<file path="src/verilog/biw_pkg.sv">
// Purpose: constants for the bridge I/O window and downstream status bank
// Assumes: 32-bit register port with 8-bit byte addresses
// Notes: io and status field positions are bit numbers within the 32-bit word at 1Ch
package biw_pkg;
    // register port widths
    localparam int ADDR_W = 8;
    localparam int DATA_W = 32;

    // byte offsets of the registers
    localparam logic [7:0] OFF_IO_STAT = 8'h1C;
    localparam logic [7:0] OFF_IO_UPPER = 8'h30;
    localparam logic [7:0] OFF_CTRL = 8'h40;
    localparam logic [7:0] OFF_IRQ_STAT = 8'h44;
    localparam logic [7:0] OFF_IRQ_MASK = 8'h48;

    // io base and limit byte layout
    localparam int IO_BASE_IND_LSB = 0;
    localparam int IO_BASE_LSB = 4;
    localparam int IO_LIMIT_IND_LSB = 8;
    localparam int IO_LIMIT_LSB = 12;
    localparam logic [3:0] IO_DEC32_IND = 4'h1;
    localparam logic [3:0] IO_FIELD_RST = 4'h0;
    localparam logic [11:0] IO_BASE_FILL = 12'h000;
    localparam logic [11:0] IO_LIMIT_FILL = 12'hFFF;
    localparam logic [15:0] IO_UPPER_RST = 16'h0000;

    // upper-half register layout
    localparam int UP_BASE_LSB = 0;
    localparam int UP_LIMIT_LSB = 16;

    // downstream status bit positions
    localparam int ST_PERR = 24;
    localparam int ST_CA_SENT = 27;
    localparam int ST_CA_RCVD = 28;
    localparam int ST_UR_RCVD = 29;
    localparam int ST_SERR = 30;
    localparam int ST_POISON = 31;

    // event index, shared by status and interrupt bits
    localparam int N_EV = 6;
    localparam int EV_PERR = 0;
    localparam int EV_CA_SENT = 1;
    localparam int EV_CA_RCVD = 2;
    localparam int EV_UR_RCVD = 3;
    localparam int EV_SERR = 4;
    localparam int EV_POISON = 5;
    localparam logic [5:0] EV_W1C_MASK = 6'h31;
    localparam logic [5:0] EV_RST = 6'h00;

    // control register bits
    localparam int CTRL_PERR_EN = 0;
    localparam int CTRL_SERR_EN = 1;
    localparam logic [1:0] CTRL_RST = 2'h0;
endpackage : biw_pkg

</file>
<file path="src/verilog/biw_win_if.sv">
// Purpose: carrier between register bank and io window decoder
// Assumes: single clock domain
// Notes: bank drives bounds and request, decoder returns forward decision
`timescale 1ns/1ns
`default_nettype none
interface biw_win_if;
    logic [31:0] base;
    logic [31:0] limit;
    logic [31:0] addr;
    logic req;
    logic from_up;
    logic fwd_valid;
    logic fwd;
    logic hit;
    modport bank (output base, limit, addr, req, from_up, input fwd_valid, fwd, hit);
    modport dec (input base, limit, addr, req, from_up, output fwd_valid, fwd, hit);
endinterface : biw_win_if
`default_nettype wire

</file>
<file path="src/verilog/biw_bank.sv">
// Purpose: io base/limit window and downstream status register bank
// Assumes: register port and event inputs are on clk_sys_i
// Notes: event inputs are one-cycle pulses from core logic
//        a window with base above limit matches no address
//        offsets other than 1Ch are local to this block
//
// The address-and-strobe port is this design's own decision.
`timescale 1ns/1ns
`default_nettype none

// Operation
// - The low nibble of the io base byte and of the io limit byte always reads 1, meaning 32-bit io decode.
// - Base field bits 7:4 give window bottom address bits 15:12, low twelve bits zero, reset zero.
// - Limit field bits 15:12 give window top address bits 15:12, low twelve bits all ones, reset zero.
// - Window address bits 31:16 of bottom and top come from a separate upper-half register.
// - The decoded window decides whether an io request is forwarded to the other side.
// - Status bits 21, 23 and 26:25 read zero; bits 20:16 and 22 are reserved, read zero, writes kept out.
// - Bit 24 sets on a downstream parity error only while parity response is enabled; write one clears it.
// - Bit 27 sets when the port completes a downstream request with completer abort; cleared only by reset.
// - Bit 29 sets when an unsupported request completion is received downstream; cleared only by reset.
// - Bit 30 sets when an error message is sent while the system error enable is on; write one clears it.
// - Bit 31 sets whenever a poisoned packet is received downstream; write one clears it.
module biw_bank
(
    // clock and reset
    input wire logic clk_sys_i,
    input wire logic rst_i,
    // register port
    input wire logic [biw_pkg::ADDR_W-1:0] reg_addr_i,
    input wire logic [biw_pkg::DATA_W-1:0] reg_wdata_i,
    input wire logic reg_wr_i,
    input wire logic reg_rd_i,
    output logic [biw_pkg::DATA_W-1:0] reg_rdata_o,
    // downstream event pulses
    input wire logic ev_parity_err_i,
    input wire logic ev_ca_sent_i,
    input wire logic ev_ca_rcvd_i,
    input wire logic ev_ur_rcvd_i,
    input wire logic ev_err_msg_sent_i,
    input wire logic ev_poison_rcvd_i,
    // io request to be steered
    input wire logic io_req_i,
    input wire logic io_from_up_i,
    input wire logic [31:0] io_addr_i,
    // forwarding decision
    output logic io_dec_valid_o,
    output logic io_hit_o,
    output logic io_fwd_o,
    // interrupt
    output logic irq_o
);
    // sticky next value: a set in the clearing cycle is kept
    function automatic logic [5:0] sticky_next
    (
        input logic [5:0] cur,
        input logic [5:0] set,
        input logic [5:0] clr
    );
        sticky_next = set | (cur & ~clr);
    endfunction : sticky_next

    // write strobe decode for one register offset
    function automatic logic wr_hit
    (
        input logic wr,
        input logic [7:0] addr,
        input logic [7:0] off
    );
        wr_hit = wr && (addr == off);
    endfunction : wr_hit

    // registers
    logic [3:0] base_fld_q;
    logic [3:0] limit_fld_q;
    logic [15:0] base_up_q;
    logic [15:0] limit_up_q;
    logic [1:0] ctrl_q;
    logic [5:0] st_q;
    logic [5:0] st_d;
    logic [5:0] irq_st_q;
    logic [5:0] irq_st_d;
    logic [5:0] irq_mask_q;
    logic [31:0] rdata_q;
    logic irq_q;

    // combinational terms
    logic [5:0] ev_set;
    logic [5:0] st_clr;
    logic [5:0] irq_clr;
    logic [31:0] io_word;
    logic [31:0] rd_mux;
    logic wr_io;
    logic wr_up;
    logic wr_ctrl;
    logic wr_ist;
    logic wr_imask;
    logic perr_en;
    logic serr_en;
    logic irq_pend;

    // window carrier
    biw_win_if win ();

    // write decode
    assign wr_io = wr_hit(reg_wr_i, reg_addr_i, biw_pkg::OFF_IO_STAT);
    assign wr_up = wr_hit(reg_wr_i, reg_addr_i, biw_pkg::OFF_IO_UPPER);
    assign wr_ctrl = wr_hit(reg_wr_i, reg_addr_i, biw_pkg::OFF_CTRL);
    assign wr_ist = wr_hit(reg_wr_i, reg_addr_i, biw_pkg::OFF_IRQ_STAT);
    assign wr_imask = wr_hit(reg_wr_i, reg_addr_i, biw_pkg::OFF_IRQ_MASK);

    // io base field; indicator nibbles are not stored
    always_ff @(posedge clk_sys_i)
    begin
        if (rst_i)
        begin
            base_fld_q <= biw_pkg::IO_FIELD_RST;
        end
        else if (wr_io)
        begin
            base_fld_q <= reg_wdata_i[biw_pkg::IO_BASE_LSB +: 4];
        end
    end

    // io limit field, written by the same word as the base
    always_ff @(posedge clk_sys_i)
    begin
        if (rst_i)
        begin
            limit_fld_q <= biw_pkg::IO_FIELD_RST;
        end
        else if (wr_io)
        begin
            limit_fld_q <= reg_wdata_i[biw_pkg::IO_LIMIT_LSB +: 4];
        end
    end

    // upper half of window bottom
    always_ff @(posedge clk_sys_i)
    begin
        if (rst_i)
        begin
            base_up_q <= biw_pkg::IO_UPPER_RST;
        end
        else if (wr_up)
        begin
            base_up_q <= reg_wdata_i[biw_pkg::UP_BASE_LSB +: 16];
        end
    end

    // upper half of window top, shares its word with the bottom half
    always_ff @(posedge clk_sys_i)
    begin
        if (rst_i)
        begin
            limit_up_q <= biw_pkg::IO_UPPER_RST;
        end
        else if (wr_up)
        begin
            limit_up_q <= reg_wdata_i[biw_pkg::UP_LIMIT_LSB +: 16];
        end
    end

    // parity response and system error enables
    always_ff @(posedge clk_sys_i)
    begin
        if (rst_i)
        begin
            ctrl_q <= biw_pkg::CTRL_RST;
        end
        else if (wr_ctrl)
        begin
            ctrl_q <= reg_wdata_i[biw_pkg::CTRL_SERR_EN:biw_pkg::CTRL_PERR_EN];
        end
    end

    // named enable taps keep the event gating readable
    assign perr_en = ctrl_q[biw_pkg::CTRL_PERR_EN];
    assign serr_en = ctrl_q[biw_pkg::CTRL_SERR_EN];

    // decoded window bounds
    assign win.base = {base_up_q, base_fld_q, biw_pkg::IO_BASE_FILL};
    assign win.limit = {limit_up_q, limit_fld_q, biw_pkg::IO_LIMIT_FILL};

    // request passed on unregistered; the decoder adds the one cycle
    assign win.addr = io_addr_i;
    assign win.req = io_req_i;
    assign win.from_up = io_from_up_i;

    // forwarding decision, registered inside the decoder
    biw_io_window_dec u_dec
    (
        .clk_sys_i(clk_sys_i),
        .rst_i(rst_i),
        .win(win.dec)
    );

    // qualified events; the enables gate setting, not clearing
    always_comb
    begin
        ev_set = 6'h00;
        ev_set[biw_pkg::EV_PERR] = ev_parity_err_i & perr_en;
        ev_set[biw_pkg::EV_CA_SENT] = ev_ca_sent_i;
        ev_set[biw_pkg::EV_CA_RCVD] = ev_ca_rcvd_i;
        ev_set[biw_pkg::EV_UR_RCVD] = ev_ur_rcvd_i;
        ev_set[biw_pkg::EV_SERR] = ev_err_msg_sent_i & serr_en;
        ev_set[biw_pkg::EV_POISON] = ev_poison_rcvd_i;
    end

    // clear mask from the 1Ch write; read-only bits are masked off
    always_comb
    begin
        st_clr = 6'h00;
        if (wr_io)
        begin
            st_clr[biw_pkg::EV_PERR] = reg_wdata_i[biw_pkg::ST_PERR];
            st_clr[biw_pkg::EV_CA_SENT] = reg_wdata_i[biw_pkg::ST_CA_SENT];
            st_clr[biw_pkg::EV_CA_RCVD] = reg_wdata_i[biw_pkg::ST_CA_RCVD];
            st_clr[biw_pkg::EV_UR_RCVD] = reg_wdata_i[biw_pkg::ST_UR_RCVD];
            st_clr[biw_pkg::EV_SERR] = reg_wdata_i[biw_pkg::ST_SERR];
            st_clr[biw_pkg::EV_POISON] = reg_wdata_i[biw_pkg::ST_POISON];
            st_clr = st_clr & biw_pkg::EV_W1C_MASK;
        end
    end

    // downstream status bits
    assign st_d = sticky_next(st_q, ev_set, st_clr);

    always_ff @(posedge clk_sys_i)
    begin
        if (rst_i)
        begin
            st_q <= biw_pkg::EV_RST;
        end
        else
        begin
            st_q <= st_d;
        end
    end

    // interrupt status mirrors every qualified event and is always clearable
    always_comb
    begin
        irq_clr = biw_pkg::EV_RST;
        if (wr_ist)
        begin
            irq_clr = reg_wdata_i[biw_pkg::N_EV-1:0];
        end
    end

    assign irq_st_d = sticky_next(irq_st_q, ev_set, irq_clr);

    always_ff @(posedge clk_sys_i)
    begin
        if (rst_i)
        begin
            irq_st_q <= biw_pkg::EV_RST;
        end
        else
        begin
            irq_st_q <= irq_st_d;
        end
    end

    // interrupt mask, one enables the matching status bit
    always_ff @(posedge clk_sys_i)
    begin
        if (rst_i)
        begin
            irq_mask_q <= biw_pkg::EV_RST;
        end
        else if (wr_imask)
        begin
            irq_mask_q <= reg_wdata_i[biw_pkg::N_EV-1:0];
        end
    end

    // pending term from next-state status, so irq_o rises with the status bit
    assign irq_pend = |(irq_st_d & irq_mask_q);

    // level interrupt straight from a flop; a mask write acts one cycle late
    always_ff @(posedge clk_sys_i)
    begin
        if (rst_i)
        begin
            irq_q <= 1'b0;
        end
        else
        begin
            irq_q <= irq_pend;
        end
    end

    // word at 1Ch; unset bits stay zero, covering hardwired and reserved
    always_comb
    begin
        io_word = 32'h0000_0000;
        io_word[biw_pkg::IO_BASE_IND_LSB +: 4] = biw_pkg::IO_DEC32_IND;
        io_word[biw_pkg::IO_BASE_LSB +: 4] = base_fld_q;
        io_word[biw_pkg::IO_LIMIT_IND_LSB +: 4] = biw_pkg::IO_DEC32_IND;
        io_word[biw_pkg::IO_LIMIT_LSB +: 4] = limit_fld_q;
        io_word[biw_pkg::ST_PERR] = st_q[biw_pkg::EV_PERR];
        io_word[biw_pkg::ST_CA_SENT] = st_q[biw_pkg::EV_CA_SENT];
        io_word[biw_pkg::ST_CA_RCVD] = st_q[biw_pkg::EV_CA_RCVD];
        io_word[biw_pkg::ST_UR_RCVD] = st_q[biw_pkg::EV_UR_RCVD];
        io_word[biw_pkg::ST_SERR] = st_q[biw_pkg::EV_SERR];
        io_word[biw_pkg::ST_POISON] = st_q[biw_pkg::EV_POISON];
    end

    // read select; unmapped offsets read zero
    always_comb
    begin
        case (reg_addr_i)
            biw_pkg::OFF_IO_STAT: rd_mux = io_word;
            biw_pkg::OFF_IO_UPPER: rd_mux = {limit_up_q, base_up_q};
            biw_pkg::OFF_CTRL: rd_mux = {30'h0, ctrl_q};
            biw_pkg::OFF_IRQ_STAT: rd_mux = {26'h0, irq_st_q};
            biw_pkg::OFF_IRQ_MASK: rd_mux = {26'h0, irq_mask_q};
            default: rd_mux = 32'h0000_0000;
        endcase
    end

    // read data stand only in the cycle after the strobe
    always_ff @(posedge clk_sys_i)
    begin
        if (rst_i)
        begin
            rdata_q <= 32'h0000_0000;
        end
        else if (reg_rd_i)
        begin
            rdata_q <= rd_mux;
        end
        else
        begin
            rdata_q <= 32'h0000_0000;
        end
    end

    // outputs
    assign reg_rdata_o = rdata_q;
    assign irq_o = irq_q;
    assign io_dec_valid_o = win.fwd_valid;
    assign io_hit_o = win.hit;
    assign io_fwd_o = win.fwd;
endmodule : biw_bank
`default_nettype wire

</file>
<file path="src/verilog/biw_io_window_dec.sv">
// Purpose: io window hit test and forwarding decision
// Assumes: bounds are stable while requests are presented
// Notes: one cycle from request to registered decision
`timescale 1ns/1ns
`default_nettype none
module biw_io_window_dec
(
    // clock and reset
    input wire logic clk_sys_i,
    input wire logic rst_i,
    // window carrier
    biw_win_if.dec win
);
    logic hit_now;

    // inclusive on both ends; base above limit gives an empty window
    assign hit_now = (win.addr >= win.base) && (win.addr <= win.limit);

    // downstream-bound inside goes down, upstream-bound outside goes up
    always_ff @(posedge clk_sys_i)
    begin
        if (rst_i)
        begin
            win.fwd_valid <= 1'b0;
            win.fwd <= 1'b0;
            win.hit <= 1'b0;
        end
        else
        begin
            win.fwd_valid <= win.req;
            win.hit <= win.req & hit_now;
            win.fwd <= win.req & (win.from_up ? hit_now : ~hit_now);
        end
    end
endmodule : biw_io_window_dec
`default_nettype wire

</file>
<file path="config.mk">
export PLATFORM = sky130hd
export DESIGN_NAME = biw_bank
export DESIGN_NICKNAME = d
export VERILOG_FILES = /design/src/verilog/biw_pkg.sv /design/src/verilog/biw_win_if.sv /design/src/verilog/biw_bank.sv /design/src/verilog/biw_io_window_dec.sv
export SDC_FILE = /design/constraint.sdc
export NUM_CORES = 1
export LEC_CHECK = 0
export BUFFER_PORTS_ARGS = -buffer_cell sky130_fd_sc_hd__buf_2
export CORE_UTILIZATION = 25
export DETAILED_ROUTE_END_ITERATION = 7
export GPL_TIMING_DRIVEN = 0
export PLACE_DENSITY = 0.44
export SYNTH_ARGS = -nofsm -noshare
export SYNTH_HDL_FRONTEND = slang
export SYNTH_SLANG_ARGS = --single-unit
</file>
<file path="constraint.sdc">
create_clock -name clk_sys_i -period 3.16 [get_ports clk_sys_i]
set_clock_uncertainty 0.15 [all_clocks]
set_input_delay 0.316 -clock clk_sys_i [delete_from_list [all_inputs] [get_ports clk_sys_i]]
set_output_delay 0.316 -clock clk_sys_i [all_outputs]
set_load 0.03 [all_outputs]
</file>
==> results_dict.tcl <==
set metrics [dict create \
    post-synth-top-area-fraction_pct 42.9 \
    seq_power_share_pct 47.3 \
    initial_cell_density_of_the_core_pct 25.7 \
    synth_compound_gate_area_share_pct 16.4 \
    power.internal_w 0.00195 \
    cts.sink_count 96 \
    crit_family "simple AND/OR/NAND/NOR gates" \
    slowest_stage "sky130_fd_sc_hd__or4b_2" \
    ctsResizeCount 0 \
    detail_route.first_pass.iterations 5 \
    power.switching_w 0.000636 \
    drt_drc_violations_left 0 \
    numPortBuffers 118 \
    design.die.area_um2 18500 \
    ctsRootBufferMaster "sky130_fd_sc_hd__clkbuf_16" \
    yosys.area_share.adder_pct 11.2 \
    grt_max_degree 18 \
    rsz_0062_raised_after_global_routing "false" \
    bufs_on_longest_clock_path 2 \
    cell_type_contributing_the_most_total_cell_area_after_synthesis "sky130_fd_sc_hd__dfxtp_1" \
    critical_path_peak_fanout 10 \
    grt-ovfl-total 0 \
    cts_setup_buffers 0 \
    die_height_um 136 \
    leakage_nw 2.26 \
    timing_max_transition_violations_final 0 \
    final_hold_viol_count 0 \
    synth_xor_area_share_pct 0 \
    cts_made_buffers 9 \
    clk_latency_ns 0.36 \
    synthesis.instances 543 \
    post_drt_via_cell_ratio 4.69 \
    yosys-mux-area-fraction_pct 0.698 \
    synth_warn 0 \
    finalWeightedCongestion 0.858 \
    worst_setup_path_start_kind "primary input" \
    p_total_w 0.00259 \
    pwr-share-clk_pct 45.0 \
    row_count 48 \
    via_count_of_the_first_global_routing_pass 4187 \
    synth.most_common_cell "sky130_fd_sc_hd__nand2_1" \
    power-per-cell-area_nw_per_um2 456 \
    grt_antenna_before_repair 0 \
    area_growth_syn_to_layout_pct 26.4 \
    synth.net_count 667 \
    synthesis.area_per_instance_um2 8.26 \
    dominant_combinational_cell_family_by_area_after_synthesis "simple AND/OR/NAND/NOR gates" \
    layout_cell_share_with_drive_strength_beyond_1_pct 22.2 \
    synth.top_cells.by_count "sky130_fd_sc_hd__nand2_1 (113), sky130_fd_sc_hd__dfxtp_1 (96), sky130_fd_sc_hd__a21oi_1 (78), sky130_fd_sc_hd__inv_1 (48), sky130_fd_sc_hd__ha_1 (40)" \
    cts_tree "yes" \
    outcome "finished, final reports clean" \
    synth_unique_cells 49 \
    ir_worst_vdd_uv 278 \
    cp_data_required_time_ns 3.24 \
    cell_area_synth_um2 4480 \
    post_synth_and_or_nand_nor_area_fraction_pct 22.1 \
    number_of_synthesized_flops_with_an_enable_pin 0 \
    achievable-frequency_mhz 432 \
    share_comb_of_total_power_pct 7.7 \
    timing_worst_slew_pin_value_ns 0.798 \
    wl_mm 14.7 \
    max_slew_headroom_pct 46.5 \
    max_cap_violations 0 \
    finish.utilization_pct 32.6 \
    clock_tree.htree_level_count 3 \
    synth_top_flop_cell "sky130_fd_sc_hd__dfxtp_1" \
    critPathMaxStageDelay_ns 0.72 \
    setup-violations-final 0 \
    synth.area.top_cells "sky130_fd_sc_hd__dfxtp_1 (43%), sky130_fd_sc_hd__ha_1 (11%), sky130_fd_sc_hd__nand2_1 (9.5%)" \
    hold_buffers 0 \
    min_path_type "in2reg" \
    fin_crit_ns 2.31 \
    fp.dieW_um 136 \
    drt_iter0_drc 281 \
    endpoint_arrival_time_on_the_critical_path_ns 2.39 \
    path_class "in2reg" \
    filler_cell_count 1934 \
    final_net_count 796 \
    ioPinCount 120 \
    synthArstFlopShare_pct 0 \
    vias 4227 \
    critical_path.cell_chain "buf_2, or4b_2, nor3_2, nand2_2, mux2i_1, nor2_1" \
    switching_share_pct 24.6 \
    synth.ff_latch_count 96 \
    worst-path-buf-inv 1 \
    grt_pass1_wl_mm 22.8 \
    setup_tns_ns 0 \
    wire_per_inst_um 16.3 \
    final_antenna_net_count 0 \
    antennaDiodeCount 0 \
    crit_end_element "flip-flop" \
    fin_crit_sh_pct 73.2 \
    placed_cells 886 \
    dp.final_hpwl_mm 11.6 \
    clkSlewWorstSetupHoldPaths_ns 0.07 \
    floorplan.core_area_um2 17400 \
    synth_seq_area_share_pct 42.9 \
    stdcell_count 902 \
    globalRouteTotalUtil_pct 16.6 \
]
[state kept, by name, summed over array words and instances (netlist names), 2 cells and up]
signal and cells:
reg_rdata_o 32, ctrl_q 2, irq_st_q 6, irq_mask_q 6, limit_fld_q 4, base_fld_q 4
limit_up_q 16, st_q 6, base_up_q 16
[cell type report]
| type | count | area (µm²) | area share, % |
|---|---|---|---|
| timing repair buffer | 118 | 591 | 10.4 |
| clock inverter | 6 | 73.8 | 1.30 |
| sequential | 96 | 1920 | 33.9 |
| tap | 225 | 282 | 4.97 |
| clock buffer | 10 | 239 | 4.22 |
| inverter | 48 | 180 | 3.18 |
| multi-input combinational | 375 | 2260 | 39.9 |
| buffer | 24 | 121 | 2.14 |
[placed cells by master (no fill, tap or decap), types with 2 or more instances in the layout]
cell,n
sky130_fd_sc_hd__clkbuf_1,16
sky130_fd_sc_hd__nand4_1,9
sky130_fd_sc_hd__a22oi_1,18
sky130_fd_sc_hd__a222oi_1,2
sky130_fd_sc_hd__a21oi_1,78
sky130_fd_sc_hd__inv_1,48
sky130_fd_sc_hd__ha_1,40
sky130_fd_sc_hd__buf_2,122
sky130_fd_sc_hd__o21ai_0,7
sky130_fd_sc_hd__nand2b_1,3
sky130_fd_sc_hd__mux2i_1,2
sky130_fd_sc_hd__nor2b_1,3
sky130_fd_sc_hd__o31ai_1,2
sky130_fd_sc_hd__and4_1,2
sky130_fd_sc_hd__and3_1,15
sky130_fd_sc_hd__nor4b_1,4
sky130_fd_sc_hd__nor3_1,2
sky130_fd_sc_hd__dfxtp_1,96
sky130_fd_sc_hd__nand3_1,11
sky130_fd_sc_hd__buf_6,3
sky130_fd_sc_hd__and2_1,2
sky130_fd_sc_hd__clkbuf_16,9
sky130_fd_sc_hd__a221oi_1,2
sky130_fd_sc_hd__o211ai_1,2
sky130_fd_sc_hd__nand2_1,113
sky130_fd_sc_hd__nor2_1,32
sky130_fd_sc_hd__inv_8,2
sky130_fd_sc_hd__nor4_1,4
[power groups by stage]
stage	combinational, W	clock [W]	sequential, W
2_1_floorplan	0.0000865	0	0.00125
3_3_place_gp	0.000194	0	0.00125
3_5_place_dp	0.000200	0	0.00125
4_1_cts	0.000201	0.00120	0.00122
5_1_grt	0.000224	0.00124	0.00122
6_report	0.000199	0.00116	0.00122
[layer usage]
metal  wire [µm]  part of all wire (%)  vias to the layer above  global-route usage (%)
met1        6960                    47                     1971                    21.6
met3         585                   4.0                       15                    2.50
li1            -                     -                     2127                       -
met5           0                     0                        -                       0
met2        6880                    47                      114                    27.6
met4         227                   1.5                        0                    6.05
[worst register-to-register path: stages, from the launching register on]
cell and delay [ns]:
sky130_fd_sc_hd__dfxtp_1 0.36, sky130_fd_sc_hd__inv_1 0.05, sky130_fd_sc_hd__ha_1 0.30, sky130_fd_sc_hd__a21oi_1 0.13, sky130_fd_sc_hd__o21ai_0 0.15, sky130_fd_sc_hd__a32o_1 0.30, sky130_fd_sc_hd__o31ai_1 0.45, sky130_fd_sc_hd__nand3_1 0.13
sky130_fd_sc_hd__and3b_1 0.20
[through the flow]
stage               hold WS (ns)  cell area [µm²]  setup slack (ns)
finish                    0.0424             5670             0.847
global route              0.0510             5670             0.697
CTS                       0.0298             5670             0.789
detailed placement         0.311             5360             0.486
global placement           0.301             5360             0.511
floorplan                  0.279             4480              1.06
[cell families after synthesis]
kind of cell / after synthesis
fa+ha+maj: 40
simple gates: 210
compound gates: 122
buf+inv: 72
flops: 96
mux: 3
[final timing paths]
| check | startpoint | endpoint | slack, ns | cells past startpoint |
|---|---|---|---|---|
| setup / recovery | reg_addr_i[4] | irq_mask_q[3] | 0.85 | 6 |
| hold / removal | ev_ur_rcvd_i | st_q[3] | 0.04 | 3 |
| setup reg to reg | limit_fld_q[3] | u_dec.win.fwd | 0.85 | 8 |
| hold reg to reg | st_q[4] | st_q[4] | 0.32 | 2 |
(Power assumes the default switching activity.)
